## config.mk

```make
export PLATFORM = sky130hd
export DESIGN_NAME = fault_response_manager
export DESIGN_NICKNAME = d
export VERILOG_FILES = /design/src/logic/fault_response_pkg.sv /design/src/logic/hold_timer_if.sv /design/src/logic/fault_response_manager.sv /design/src/logic/pin_sync.sv /design/src/logic/hold_timer.sv
export VERILOG_INCLUDE_DIRS = /design/src /design/src/logic
export SDC_FILE = /design/constraint.sdc
export NUM_CORES = 1
export LEC_CHECK = 0
export BUFFER_PORTS_ARGS = -buffer_cell sky130_fd_sc_hd__buf_2
export CAP_MARGIN = 20
export CORE_ASPECT_RATIO = 1.75
export CORE_MARGIN = 4
export CORE_UTILIZATION = 33
export DETAILED_ROUTE_END_ITERATION = 8
export GPL_ROUTABILITY_DRIVEN = 0
export GPL_TIMING_DRIVEN = 0
export PLACE_DENSITY = 0.5
export SYNTH_ARGS = -nofsm -noshare
export SYNTH_HDL_FRONTEND = slang
export SYNTH_SLANG_ARGS = --single-unit
```

## constraint.sdc

```tcl
create_clock -name clock -period 2 [get_ports clock]
set_input_delay 0.3 -clock clock [delete_from_list [all_inputs] [get_ports clock]]
set_output_delay 0.3 -clock clock [all_outputs]
set_load 0.005 [all_outputs]
```

## src/logic/fault_response_consts.svh

```systemverilog
/*
  Offsets, field positions, reset values and timing counts of the fault
  response manager. Assumes it is included by bare name, once per unit.
*/
`ifndef FAULT_RESPONSE_CONSTS_SVH
`define FAULT_RESPONSE_CONSTS_SVH

// -----------------------------------------------------------------------
// Register byte offsets.
// -----------------------------------------------------------------------
`define FRM_CTRL_OFS      8'h00
`define FRM_STATUS_OFS    8'h04
`define FRM_MASK_OFS      8'h08
`define FRM_STATE_OFS     8'h0c

// -----------------------------------------------------------------------
// Control register fields.
// -----------------------------------------------------------------------
`define FRM_GO_BIT        0
`define FRM_RSC_BIT       1
`define FRM_INHIBIT_BIT   2
`define FRM_DEMAND_LSB    8
`define FRM_DEMAND_MSB    15

// -----------------------------------------------------------------------
// Status and mask register fields.
// -----------------------------------------------------------------------
`define FRM_ST_SYS        0
`define FRM_ST_POR        1
`define FRM_ST_MAINUV     2
`define FRM_ST_LOGICUV    3
`define FRM_ST_GATEUV     4
`define FRM_ST_BOOT       5
`define FRM_ST_VDS        6
`define FRM_ST_SYNC       7
`define FRM_ST_WIDTH      8

// -----------------------------------------------------------------------
// Reset values.
// -----------------------------------------------------------------------
`define FRM_CTRL_RST      32'h0000_0000
`define FRM_MASK_RST      8'h00

// -----------------------------------------------------------------------
// Timing: host reset hold after logic supply recovery.
// -----------------------------------------------------------------------
`define FRM_CLK_MHZ       250
`define FRM_HOLD_MS       10
`define FRM_HOLD_CYCLES   (`FRM_HOLD_MS * `FRM_CLK_MHZ * 1000)

`endif

```

## src/logic/fault_response_pkg.sv

```systemverilog
/*
  Types of the fault response manager.
  Assumes nothing beyond a SystemVerilog compiler.
*/
package fault_response_pkg;

  // Host reset sequencer states.
  typedef enum logic [1:0] {
    HR_RUN,
    HR_ASSERT,
    HR_HOLD
  } host_state_t;

  // Fault pins after synchronisation.
  typedef struct packed {
    logic       sysError;
    logic       mainPor;
    logic       mainUv;
    logic       logicUv;
    logic       gateUv;
    logic       syncLoss;
    logic [5:0] bootUv;
    logic [5:0] vdsOv;
  } fault_pins_t;

endpackage : fault_response_pkg

```

## src/logic/hold_timer_if.sv

```systemverilog
/*
  Carrier between the main block and its hold timer.
  Assumes both ends share one clock.
*/
interface hold_timer_if;
  logic arm;   // High while the hold interval is to run.
  logic done;  // High once the interval has elapsed while armed.

  modport timer (input arm, output done);
  modport user  (output arm, input done);
endinterface : hold_timer_if

```

## src/logic/fault_response_manager.sv

```systemverilog
/*
  Fault response manager: decides gate drive enables, fault latching,
  fault clearing and output re-enable, with an APB register file.
  Assumes fault pins are asynchronous levels, PWM on-time flags come from
  logic on the same clock, and the APB master keeps the bus protocol.
*/
// The placing of the registers and the APB slave port were left to the implementer.
`include "fault_response_consts.svh"

// Function
// Full disable drives every gate low.
// Bootstrap/VDS: affected gate off, restore on PWM.
// Status read clears latches only if inhibit 0.
// Demand zero then nonzero re-enables outputs.
// Go zero then one re-enables outputs.
// Supply POR: outputs off, logic reset, go needed.
// Main undervoltage: outputs on; latch per restart control.
// Logic undervoltage: off, host reset, 10 ms hold.
// Sync loss: latch or restart per restart control.
// Enable only without active or pending fault.
// System error: off, latch, clear go.
module fault_response_manager #(
  parameter int HOLD_CYCLES = `FRM_HOLD_CYCLES
) (
  // Clock and reset.
  input  wire logic        clock,
  input  wire logic        reset_n,
  // APB slave.
  input  wire logic        psel,
  input  wire logic        penable,
  input  wire logic        pwrite,
  input  wire logic [7:0]  paddr,
  input  wire logic [31:0] pwdata,
  output logic      [31:0] prdata,
  output logic             pready,
  output logic             pslverr,
  // Fault pins, asynchronous.
  input  wire logic        sysErrorPin,
  input  wire logic        mainPorPin,
  input  wire logic        mainUvPin,
  input  wire logic        logicUvPin,
  input  wire logic        gateUvPin,
  input  wire logic        syncLossPin,
  input  wire logic [5:0]  bootUvPin,
  input  wire logic [5:0]  vdsOvPin,
  // PWM on-time start per transistor, same clock.
  input  wire logic [5:0]  pwmOn,
  // Outputs.
  output logic [5:0]       gateEnable,
  output logic             host_reset_n,
  output logic             restartPulse,
  output logic             irq
);

  // -----------------------------------------------------------------------
  // Declarations.
  // -----------------------------------------------------------------------
  fault_response_pkg::fault_pins_t pins;      // Synchronised fault levels.
  fault_response_pkg::host_state_t host_reg;  // Host reset sequencer.
  hold_timer_if                    holdBus (); // Hold timer carrier.
  logic        go_reg;          // Drive-go bit.
  logic        rsc_reg;         // Restart control bit.
  logic        inhibit_reg;     // Status-reset-inhibit bit.
  logic [7:0]  demand_reg;      // Demand value.
  logic [7:0]  status_reg;      // Sticky event bits.
  logic [7:0]  status_next;     // Next sticky bits.
  logic [7:0]  mask_reg;        // Interrupt mask.
  logic        demandZero_reg;  // Demand was seen at zero.
  logic        goZero_reg;      // Go was seen at zero.
  logic        latMainUv_reg;   // Latched main undervoltage.
  logic        latSync_reg;     // Latched sync loss.
  logic        latLogic_reg;    // Latched logic undervoltage.
  logic        latSys_reg;      // Latched system error.
  logic        pending_reg;     // Latched fault awaits re-enable event.
  logic [5:0]  partOff_reg;     // Per-gate off after bootstrap or VDS fault.
  localparam logic [31:0] CtrlRst = `FRM_CTRL_RST; // Control reset word.
  logic [7:0]  events;          // Rising fault events this cycle.
  logic [7:0]  levelPrev_reg;   // Fault levels last cycle.
  logic [7:0]  levels;          // Fault levels now.
  logic        access;          // APB access completes this cycle.
  logic        wrCtrl;          // Control register write.
  logic        rdStatus;        // Status register read.
  logic        serialClear;     // Permitted serial clear.
  logic        demandReset;     // Demand zero-then-nonzero event.
  logic        runReset;        // Go zero-then-one event.
  logic        reEnable;        // Any accepted re-enable event.
  logic        softReset;       // Internal logic reset on supply POR.
  logic        globalOff;       // All outputs must be off.
  logic [7:0]  newDemand;       // Demand field of a control write.
  logic        newGo;           // Go field of a control write.

  pin_sync #(
    .WIDTH (18)
  ) u_sync (
    .clock   (clock),
    .reset_n (reset_n),
    .pinIn   ({sysErrorPin, mainPorPin, mainUvPin, logicUvPin, gateUvPin,
               syncLossPin, bootUvPin, vdsOvPin}),
    .pinOut  (pins)
  );

  hold_timer #(
    .HOLD_CYCLES (HOLD_CYCLES)
  ) u_hold (
    .clock   (clock),
    .reset_n (reset_n),
    .tmr     (holdBus.timer)
  );

  // -----------------------------------------------------------------------
  // Bus decode and sequence events.
  // -----------------------------------------------------------------------
  assign access    = psel && penable && pready;
  assign wrCtrl    = access && pwrite && (paddr == `FRM_CTRL_OFS);
  assign rdStatus  = access && !pwrite && (paddr == `FRM_STATUS_OFS);
  assign newDemand = pwdata[`FRM_DEMAND_MSB:`FRM_DEMAND_LSB];
  assign newGo     = pwdata[`FRM_GO_BIT];
  // Clear honoured when uninhibited.
  assign serialClear = rdStatus && !inhibit_reg;
  // Demand reset sequence.
  assign demandReset = wrCtrl && demandZero_reg && (newDemand != 8'h00);
  // Run reset sequence.
  assign runReset    = wrCtrl && goZero_reg && newGo;
  assign reEnable    = demandReset || runReset || serialClear;
  // Supply POR resets logic.
  assign softReset   = pins.mainPor;

  // Fault levels packed in status layout.
  assign levels = {pins.syncLoss, |pins.vdsOv, |pins.bootUv, pins.gateUv,
                   pins.logicUv, pins.mainUv, pins.mainPor, pins.sysError};
  assign events = levels & ~levelPrev_reg;

  // Level history: fault edges, the zero halves of the demand and run
  // sequences, and the one-cycle restart request on sync loss.
  always_ff @(posedge clock or negedge reset_n) begin
    if (!reset_n) begin
      levelPrev_reg  <= 8'h00;
      demandZero_reg <= 1'b1;
      goZero_reg     <= 1'b1;
      restartPulse   <= 1'b0;
    end else begin
      levelPrev_reg  <= levels;
      demandZero_reg <= (demand_reg == 8'h00);
      goZero_reg     <= !go_reg;
      // Stop and restart under restart control 1.
      restartPulse   <= pins.syncLoss && !levelPrev_reg[7] && rsc_reg;
    end
  end

  // -----------------------------------------------------------------------
  // APB handshake: one wait state, registered answer.
  // -----------------------------------------------------------------------
  // Raise ready one cycle into the access phase, drop after completion.
  always_ff @(posedge clock or negedge reset_n) begin
    if (!reset_n) begin
      pready  <= 1'b0;
      pslverr <= 1'b0;
      prdata  <= 32'h0000_0000;
    end else if (psel && penable && !pready) begin
      pready  <= 1'b1;
      pslverr <= (paddr[7:4] != 4'h0) || (paddr[1:0] != 2'b00);
      unique case (paddr)
        `FRM_CTRL_OFS:   prdata <= {16'h0000, demand_reg, 5'b00000,
                                    inhibit_reg, rsc_reg, go_reg};
        `FRM_STATUS_OFS: prdata <= {24'h000000, status_reg};
        `FRM_MASK_OFS:   prdata <= {24'h000000, mask_reg};
        `FRM_STATE_OFS:  prdata <= {16'h0000, 2'b00, gateEnable,
                                    3'b000, pending_reg, latSys_reg,
                                    latLogic_reg, latSync_reg, latMainUv_reg};
        default:         prdata <= 32'h0000_0000;
      endcase
    end else begin
      pready  <= 1'b0;
      pslverr <= 1'b0;
    end
  end

  // Software writes control; supply POR and system error override go.
  always_ff @(posedge clock or negedge reset_n) begin
    if (!reset_n) begin
      go_reg      <= CtrlRst[`FRM_GO_BIT];
      rsc_reg     <= CtrlRst[`FRM_RSC_BIT];
      inhibit_reg <= CtrlRst[`FRM_INHIBIT_BIT];
      demand_reg  <= CtrlRst[`FRM_DEMAND_MSB:`FRM_DEMAND_LSB];
    end else if (softReset) begin
      // Internal logic reset.
      go_reg      <= 1'b0;
      rsc_reg     <= 1'b0;
      inhibit_reg <= 1'b0;
      demand_reg  <= 8'h00;
    end else begin
      if (wrCtrl) begin
        rsc_reg     <= pwdata[`FRM_RSC_BIT];
        inhibit_reg <= pwdata[`FRM_INHIBIT_BIT];
        demand_reg  <= newDemand;
      end
      // System error clears go.
      if (pins.sysError) begin
        go_reg <= 1'b0;
      end else if (wrCtrl) begin
        go_reg <= newGo;
      end
    end
  end

  // -----------------------------------------------------------------------
  // Status, mask and interrupt.
  // -----------------------------------------------------------------------
  // New events win over a write-one clear in the same cycle.
  always_comb begin
    status_next = status_reg;
    if (access && pwrite && (paddr == `FRM_STATUS_OFS)) begin
      status_next = status_next & ~pwdata[7:0];
    end
    status_next = status_next | events;
  end

  // Sticky status, mask, and a level interrupt while an unmasked bit is set.
  always_ff @(posedge clock or negedge reset_n) begin
    if (!reset_n) begin
      status_reg <= 8'h00;
      mask_reg   <= `FRM_MASK_RST;
      irq        <= 1'b0;
    end else begin
      status_reg <= status_next;
      irq        <= |(status_next & mask_reg);
      if (access && pwrite && (paddr == `FRM_MASK_OFS)) begin
        mask_reg <= pwdata[7:0];
      end
    end
  end

  // -----------------------------------------------------------------------
  // Latched fault states and gate enables.
  // -----------------------------------------------------------------------
  // Main undervoltage latches only with restart control at zero.
  always_ff @(posedge clock or negedge reset_n) begin
    if (!reset_n) begin
      latMainUv_reg <= 1'b0;
    end else if (softReset) begin
      latMainUv_reg <= 1'b0;
    end else if (pins.mainUv && !rsc_reg) begin
      // Latch with restart control 0.
      latMainUv_reg <= 1'b1;
    end else if ((demand_reg == 8'h00) || !go_reg || serialClear) begin
      // Demand, go or serial clear.
      latMainUv_reg <= 1'b0;
    end
  end

  // Sync loss latches with restart control at zero.
  always_ff @(posedge clock or negedge reset_n) begin
    if (!reset_n) begin
      latSync_reg <= 1'b0;
    end else if (softReset) begin
      latSync_reg <= 1'b0;
    end else if (pins.syncLoss && !rsc_reg) begin
      // Latch with restart control 0.
      latSync_reg <= 1'b1;
    end else if ((demand_reg == 8'h00) || !go_reg || serialClear) begin
      latSync_reg <= 1'b0;
    end
  end

  // System error holds until power-on reset only.
  always_ff @(posedge clock or negedge reset_n) begin
    if (!reset_n) begin
      latSys_reg <= 1'b0;
    end else if (softReset) begin
      latSys_reg <= 1'b0;
    end else if (pins.sysError) begin
      // Latch until POR.
      latSys_reg <= 1'b1;
    end
  end

  // The hold interval runs only once the logic supply is back.
  assign holdBus.arm = (host_reg == fault_response_pkg::HR_HOLD) && !pins.logicUv;

  // Assert host reset on undervoltage, hold it after recovery.
  always_ff @(posedge clock or negedge reset_n) begin
    if (!reset_n) begin
      host_reg     <= fault_response_pkg::HR_RUN;
      host_reset_n <= 1'b1;
      latLogic_reg <= 1'b0;
    end else begin
      unique case (host_reg)
        fault_response_pkg::HR_RUN: begin
          if (pins.logicUv) begin
            // Latch and reset host.
            host_reg     <= fault_response_pkg::HR_ASSERT;
            host_reset_n <= 1'b0;
            latLogic_reg <= 1'b1;
          end
        end
        fault_response_pkg::HR_ASSERT: begin
          if (!pins.logicUv) begin
            host_reg <= fault_response_pkg::HR_HOLD;
          end
        end
        fault_response_pkg::HR_HOLD: begin
          if (pins.logicUv) begin
            host_reg <= fault_response_pkg::HR_ASSERT;
          end else if (holdBus.done) begin
            // Release after hold interval.
            host_reg     <= fault_response_pkg::HR_RUN;
            host_reset_n <= 1'b1;
            latLogic_reg <= 1'b0;
          end
        end
      endcase
    end
  end

  // Set by sync loss or logic undervoltage with restart control 0; cleared by supply POR or by a re-enable event while the sync and logic latches are clear.
  always_ff @(posedge clock or negedge reset_n) begin
    if (!reset_n) begin
      pending_reg <= 1'b0;
    end else if (softReset) begin
      pending_reg <= 1'b0;
    end else if ((pins.syncLoss || pins.logicUv) && !rsc_reg) begin
      // Await re-enable sequence.
      pending_reg <= 1'b1;
    end else if (reEnable && !latSync_reg && !latLogic_reg) begin
      pending_reg <= 1'b0;
    end
  end

  for (genvar g = 0; g < 6; g++) begin : g_part
    // Off on the fault; back on at the next PWM on-time once it is gone.
    always_ff @(posedge clock or negedge reset_n) begin
      if (!reset_n) begin
        partOff_reg[g] <= 1'b0;
      end else if (pins.bootUv[g] || pins.vdsOv[g]) begin
        // Affected gate only.
        partOff_reg[g] <= 1'b1;
      end else if (pwmOn[g]) begin
        // Restore at PWM on.
        partOff_reg[g] <= 1'b0;
      end
    end
  end

  // Main undervoltage is deliberately absent: outputs stay on through it.
  assign globalOff = pins.sysError || pins.mainPor || pins.logicUv ||
                     pins.gateUv || pins.syncLoss || latSync_reg ||
                     latLogic_reg || pending_reg || (host_reg !=
                     fault_response_pkg::HR_RUN);

  // Enable each gate only when nothing forbids it.
  always_ff @(posedge clock or negedge reset_n) begin
    if (!reset_n) begin
      gateEnable <= 6'h00;
    end else if (globalOff || !go_reg || (demand_reg == 8'h00)) begin
      // All gates low.
      gateEnable <= 6'h00;
    end else begin
      // Enable when clean.
      gateEnable <= ~partOff_reg;
    end
  end

endmodule : fault_response_manager

```

## src/logic/pin_sync.sv

```systemverilog
/*
  Two-flop synchroniser bank for asynchronous fault pins.
  Assumes pins are levels that hold for several clock cycles.
*/
module pin_sync #(
  parameter int WIDTH = 18
) (
  // Clock and reset.
  input  wire logic             clock,
  input  wire logic             reset_n,
  // Pins in and synchronised levels out.
  input  wire logic [WIDTH-1:0] pinIn,
  output logic      [WIDTH-1:0] pinOut
);

  // First stage of each lane; read only by the second stage.
  logic [WIDTH-1:0] meta_reg;

  // -----------------------------------------------------------------------
  // One two-flop chain per lane.
  // -----------------------------------------------------------------------
  for (genvar i = 0; i < WIDTH; i++) begin : g_lane
    // Each lane samples its pin twice before anything reads it.
    always_ff @(posedge clock or negedge reset_n) begin
      if (!reset_n) begin
        meta_reg[i] <= 1'b0;
        pinOut[i]   <= 1'b0;
      end else begin
        meta_reg[i] <= pinIn[i];
        pinOut[i]   <= meta_reg[i];
      end
    end
  end

endmodule : pin_sync

```

## src/logic/hold_timer.sv

```systemverilog
/*
  Counts a fixed interval while armed and flags its end.
  Assumes arm falls to restart it.
*/
`include "fault_response_consts.svh"

module hold_timer #(
  parameter int HOLD_CYCLES = `FRM_HOLD_CYCLES
) (
  // Clock and reset.
  input  wire logic   clock,
  input  wire logic   reset_n,
  // Arm and done.
  hold_timer_if.timer tmr
);

  logic [31:0] count_reg;  // Cycles spent armed.

  // Count up while armed; clear when disarmed.
  always_ff @(posedge clock or negedge reset_n) begin
    if (!reset_n) begin
      count_reg <= 32'h0000_0000;
      tmr.done  <= 1'b0;
    end else if (!tmr.arm) begin
      count_reg <= 32'h0000_0000;
      tmr.done  <= 1'b0;
    end else if (count_reg >= 32'(HOLD_CYCLES - 1)) begin
      tmr.done  <= 1'b1;
    end else begin
      count_reg <= count_reg + 32'h0000_0001;
    end
  end

endmodule : hold_timer

```

## Word level (Yosys, flattened, before mapping)

Cells that the tools add are included.

- Order comparisons: 1
- Reduce and logical (&&, ||, !) cells: 78
- Equal/unequal tests: 12
- Muxes and demuxes: 53
- $add $sub $neg: 1
- Bitwise operators: 7

Operators by type and width:

| kind | number |
|---|---|
| 32-bit 2-to-1 mux | 2 |
| 16-bit case mux with 4 select lines | 1 |
| 1-bit 2-to-1 mux | 39 |
| 32-bit by 1-bit adder with 32-bit output (second input constant) | 1 |
| 32-bit by 22-bit >= comparator with 1-bit output (second input constant) | 1 |
| 8-bit bitwise AND | 3 |
| 8-bit 2-to-1 mux | 3 |
| 1-bit logical AND | 22 |
| 1-bit logical OR | 22 |
| 2-bit nonzero test | 11 |
| 8-bit by 4-bit equality test with 1-bit output (second input constant) | 2 |
| 8-bit logical NOT | 2 |
| 8-bit inverter | 2 |
| 3-bit nonzero test | 4 |
| 6-bit OR reduction | 2 |
| 1-bit logical NOT | 9 |
| 8-bit by 3-bit equality test with 1-bit output (second input constant) | 1 |
| 2-bit 2-to-1 mux | 4 |
| 2-bit != test (second input constant) | 4 |
| 8-bit bitwise OR | 1 |
| 8-bit nonzero test | 1 |
| 8-bit OR reduction | 1 |
| 6-bit 2-to-1 mux | 1 |
| 6-bit inverter | 1 |
| 10 further kinds | 12 |

- Input bits: 69
- Register bits: 162
- Output and inout port bits: 43

## Longest topological paths before layout

- Word-level depth: 13
- Depth in mapped cells: 7
- Depth with buffers taken out: 6

## By module

From an unflattened synthesis, not the netlist that was laid out.

- Cells, all modules: 527
- Area, all modules: 5962.0 µm²

Modules (own cells, without submodules):

| module | cells an instance | area each (µm²) | times used | sequential area each (µm²) |
|---|---|---|---|---|
| fault_response_manager | 325 | 3434.5 | 1 | 1930.6 |
| hold_timer | 166 | 1626.6 | 1 | 825.8 |
| pin_sync | 36 | 900.9 | 1 | 900.9 |

## Least setup slack after synthesis

Ideal clock, no wire load.

- Path kind: reg2reg
- Start: register u_hold.count_reg[15]
- End: register u_hold.count_reg[7]
- Period minus slack after synthesis: 1.874 ns
- Setup time: 0.066 ns
- Path buffers: 0
- Setup slack: 0.126 ns
- Arrival: 1.808 ns
- Stages on the path, launching flop included: 6
- Data required time: 1.934 ns
- Path through: dfrtp_1 -> nor4_4 -> o221ai_2 -> a311oi_4 -> or4b_1 -> nand2_1

- Cells in the longest elaborated chain, start to end: 2

Ends and longest elaborated chain:

| what | line | RTL |
|---|---|---|
| from (decl) | hold_timer.sv:17 | `logic [31:0] count_reg;` |
| from (signal assigned) | hold_timer.sv:30 | `count_reg <= count_reg + 32'h0000_0001;` |
| 32-bit by 22-bit >= comparator with 1-bit output | hold_timer.sv:27 | `end else if (count_reg >= 32'(HOLD_CYCLES - 1)) begin` |
| 2-bit != test (no source line) | -- |  |

No other way between the ends.
A chain may end at the register's enable or synchronous reset.

## Final worst setup path

- Start: register u_hold.count_reg[24]
- End: register u_hold.count_reg[7]

Same word-level chain as after synthesis.

==> results.txt <==
Worst R2R Path Depth - 5
vias in the first global route - 4710
Sw Pwr - 1.47 mW
cell accounting for the most synthesized area - dfrtp_1
Area contributors post-synth - dfrtp_1, nor2_1, nand2_1, o21ai_0, mux2_2
fin crit period - 2020 ps
first-pass GRT wire length - 24800 um
Yosys top cell area share - 0.588
FP Rows - 65
crit path cell chain - nor4_4 -> o2111ai_4 -> a311oi_4 -> or4b_1 -> nand2_1
total core area - 18100 um^2
DP HPWL - 11100 um
failing checks - setup timing
worst-margin pin slew - 694 ps
internal power - 5.08 mW
synth unique cells - 64
Most used DFF post-synth - dfrtp_1
H-tree levels - 4
YS warnings - 0
mean number of vias per cell - 4.86
Max FO, Critical Path - 5
DRT iter0 DRCs - 215
CTS tree - built
router iterations before antenna repair - 4
outcome - finished with violations
Worst-path clk slew - 60 ps
max-cap violation count - 0
hold depth - 1
switch share - 0.224
Gate power share - 0.052
FF+latch count, synth - 146
Peak Freq - 0.496 GHz
final period utilization - 1.01
Largest register FFs - 32
cell family with most CP delay - simple AND/OR/NAND/NOR gates
CTS buffer count - 17
WHS - 27.1 ps
CP Class - reg2reg
Power Density - 836 nW/um^2
# setup viols final - 1
largest net degree at the start of global routing - 90
Max clock buf depth - 2
placed insts - 857
sequential share of the synthesized area - 0.601
synth-to-layout area growth - 28.5%
Layout Cells excl Fill - 921
CP startpoint kind - register
cells after synthesis - 530
GR Overflow Total - 0
max incr delay on CP - 460 ps
RSZ-0062 raised after global routing - true
Mapped Area - 6090 um^2
worst rel slew slack - 0.536
CP arrival - 2370 ps
clock group share of total power - 0.477
clk sinks - 146
peak supply drop - 0.406 mV
final wirelength - 14800 um
fraction of synthesis flops using an asynchronous set or reset pin - 1.00
Worst EP required - 2360 ps
Flop pwr share - 0.471
Total GRT Usage - 0.150
total power - 6.54 mW
Crit path depth - 5
Final Max Slew Viols - 0
Worst Hold Class - in2reg
initial antenna violation count - 0
clk_skew - 11.4 ps
total number of vias - 4480
crit path max-delay cell type - or4b_1
n_diodes - 0
starting density of the core - 0.337
IO Count - 112
syn_area_per_cell - 11.5 um^2
DRC violations left - 0
post-layout util - 0.433
drt wl/cell - 16.0 um
Detail Route Antenna Nets - 0
top cells by count, synth - dfrtp_1, nor2_1, nand2_1
Buf/Inv on CP - 0
number of port buffers - 77
Final Hold Vio Count - 0
DP Worst Slack - -560 ps
Die Footprint - 20800 um^2
most common cell in the netlist - dfrtp_1
PnR worst setup slack - -15.6 ps
height of the die - 188 um
CP Capture Type - register
nets - 744
DIE WIDTH - 111 um
EDFF count, synth - 0
Worst-Skew Late Latency - 410 ps
root buffer cell - clkbuf_16
P_leak - 3.63 nW
ratio of cells with drive above 1 in the final layout - 0.284
worst reg2reg max path, delay by kind of cell (launching register included):
kind             cells  cell delay (ps)
AO/OA/AOI/OAI        2              650
AND/OR/NAND/NOR      3              910
flip-flops           1              400
layer usage:
layer / part of all wire / track usage / vias up
li1: - / - / 2145
met1: 0.36 / 0.162 / 2219
met2: 0.58 / 0.282 / 97
met3: 0.036 / 0.0358 / 19
met4: 0.023 / 0.0550 / 0
met5: 0 / 0 / -
metrics by stage:
step	cell area (um^2)	TNS, ps
final	7820	-15.6
after global routing	7820	-488
after CTS	7760	-8.84
after detailed placement	6860	-8960
after global placement	6820	-212810
after floorplan	6140	0
power by group through the flow:
stage,Clock [mW],Sequential [mW],Combinational [mW]
CTS,3.20,3.08,0.357
finish,3.12,3.08,0.343
global placement,0,3.13,0.313
detailed placement,0,3.13,0.326
global route,3.36,3.09,0.388
floorplan,0,3.11,0.152
area by class of cell:
type,count,area (um^2)
clock buffers,20,457
repair buffers,111,712
well taps,234,293
plain buffers,32,196
fillers,1777,10200
multi-input cells,351,2320
clock inverters,12,134
inverters,15,56.3
flip-flops and latches,146,3660
cells by family after synthesis:
group,count (synthesis),share of synthesized area
AND/OR/NAND/NOR,196,0.174
AO/OA/AOI/OAI,107,0.121
XOR/XNOR,5,0.00719
other,1,0.000616
multiplexers,26,0.0512
flip-flops,146,0.601
adder cells (fa/ha/maj),1,0.00205
buffers and inverters,48,0.0423
worst paths after layout:
kind	from	end	slack [ps]
min in group asynchronous	reset_n	prdata[13]$_DFFE_PN0P_	420
max reg2reg	u_hold.count_reg[24]$_DFFE_PN0P_	u_hold.count_reg[7]$_DFFE_PN0P_	-20
min reg2reg	u_sync.meta_reg[2]$_DFF_PN0_	u_sync.pinOut[2]$_DFF_PN0_	350
min	sysErrorPin	u_sync.meta_reg[17]$_DFF_PN0_	30
max	u_hold.count_reg[24]$_DFFE_PN0P_	u_hold.count_reg[7]$_DFFE_PN0P_	-20
max in group asynchronous	reset_n	host_reset_n$_DFFE_PN1P_	720
cell usage in the layout, fill, tap and decap left out, types with 4 or more instances in the layout:
master,n
a21o_1,6
a21oi_1,17
a22o_1,4
a22oi_1,13
a31oi_1,4
and3_1,11
buf_2,79
buf_4,31
clkbuf_1,10
clkbuf_16,17
clkinvlp_4,5
conb_1,16
dfrtp_1,142
dlygate4sd3_1,18
inv_1,15
mux2_2,11
mux2i_1,12
nand2_1,43
nand3_1,13
nand4_1,9
nor2_1,54
nor2b_1,12
nor4_1,5
nor4_4,5
o21ai_0,32
o31ai_1,10
or2_2,5
or3_1,11
what timing repair did:
item	CTS	global route
endpoints found under the hold margin	74	0
endpoints found under the setup margin	17	27
gates resized for setup	9	8
setup buffers	11	4
pin swaps	7	9
hold buffers	18	0
(Power assumes the default switching activity.)
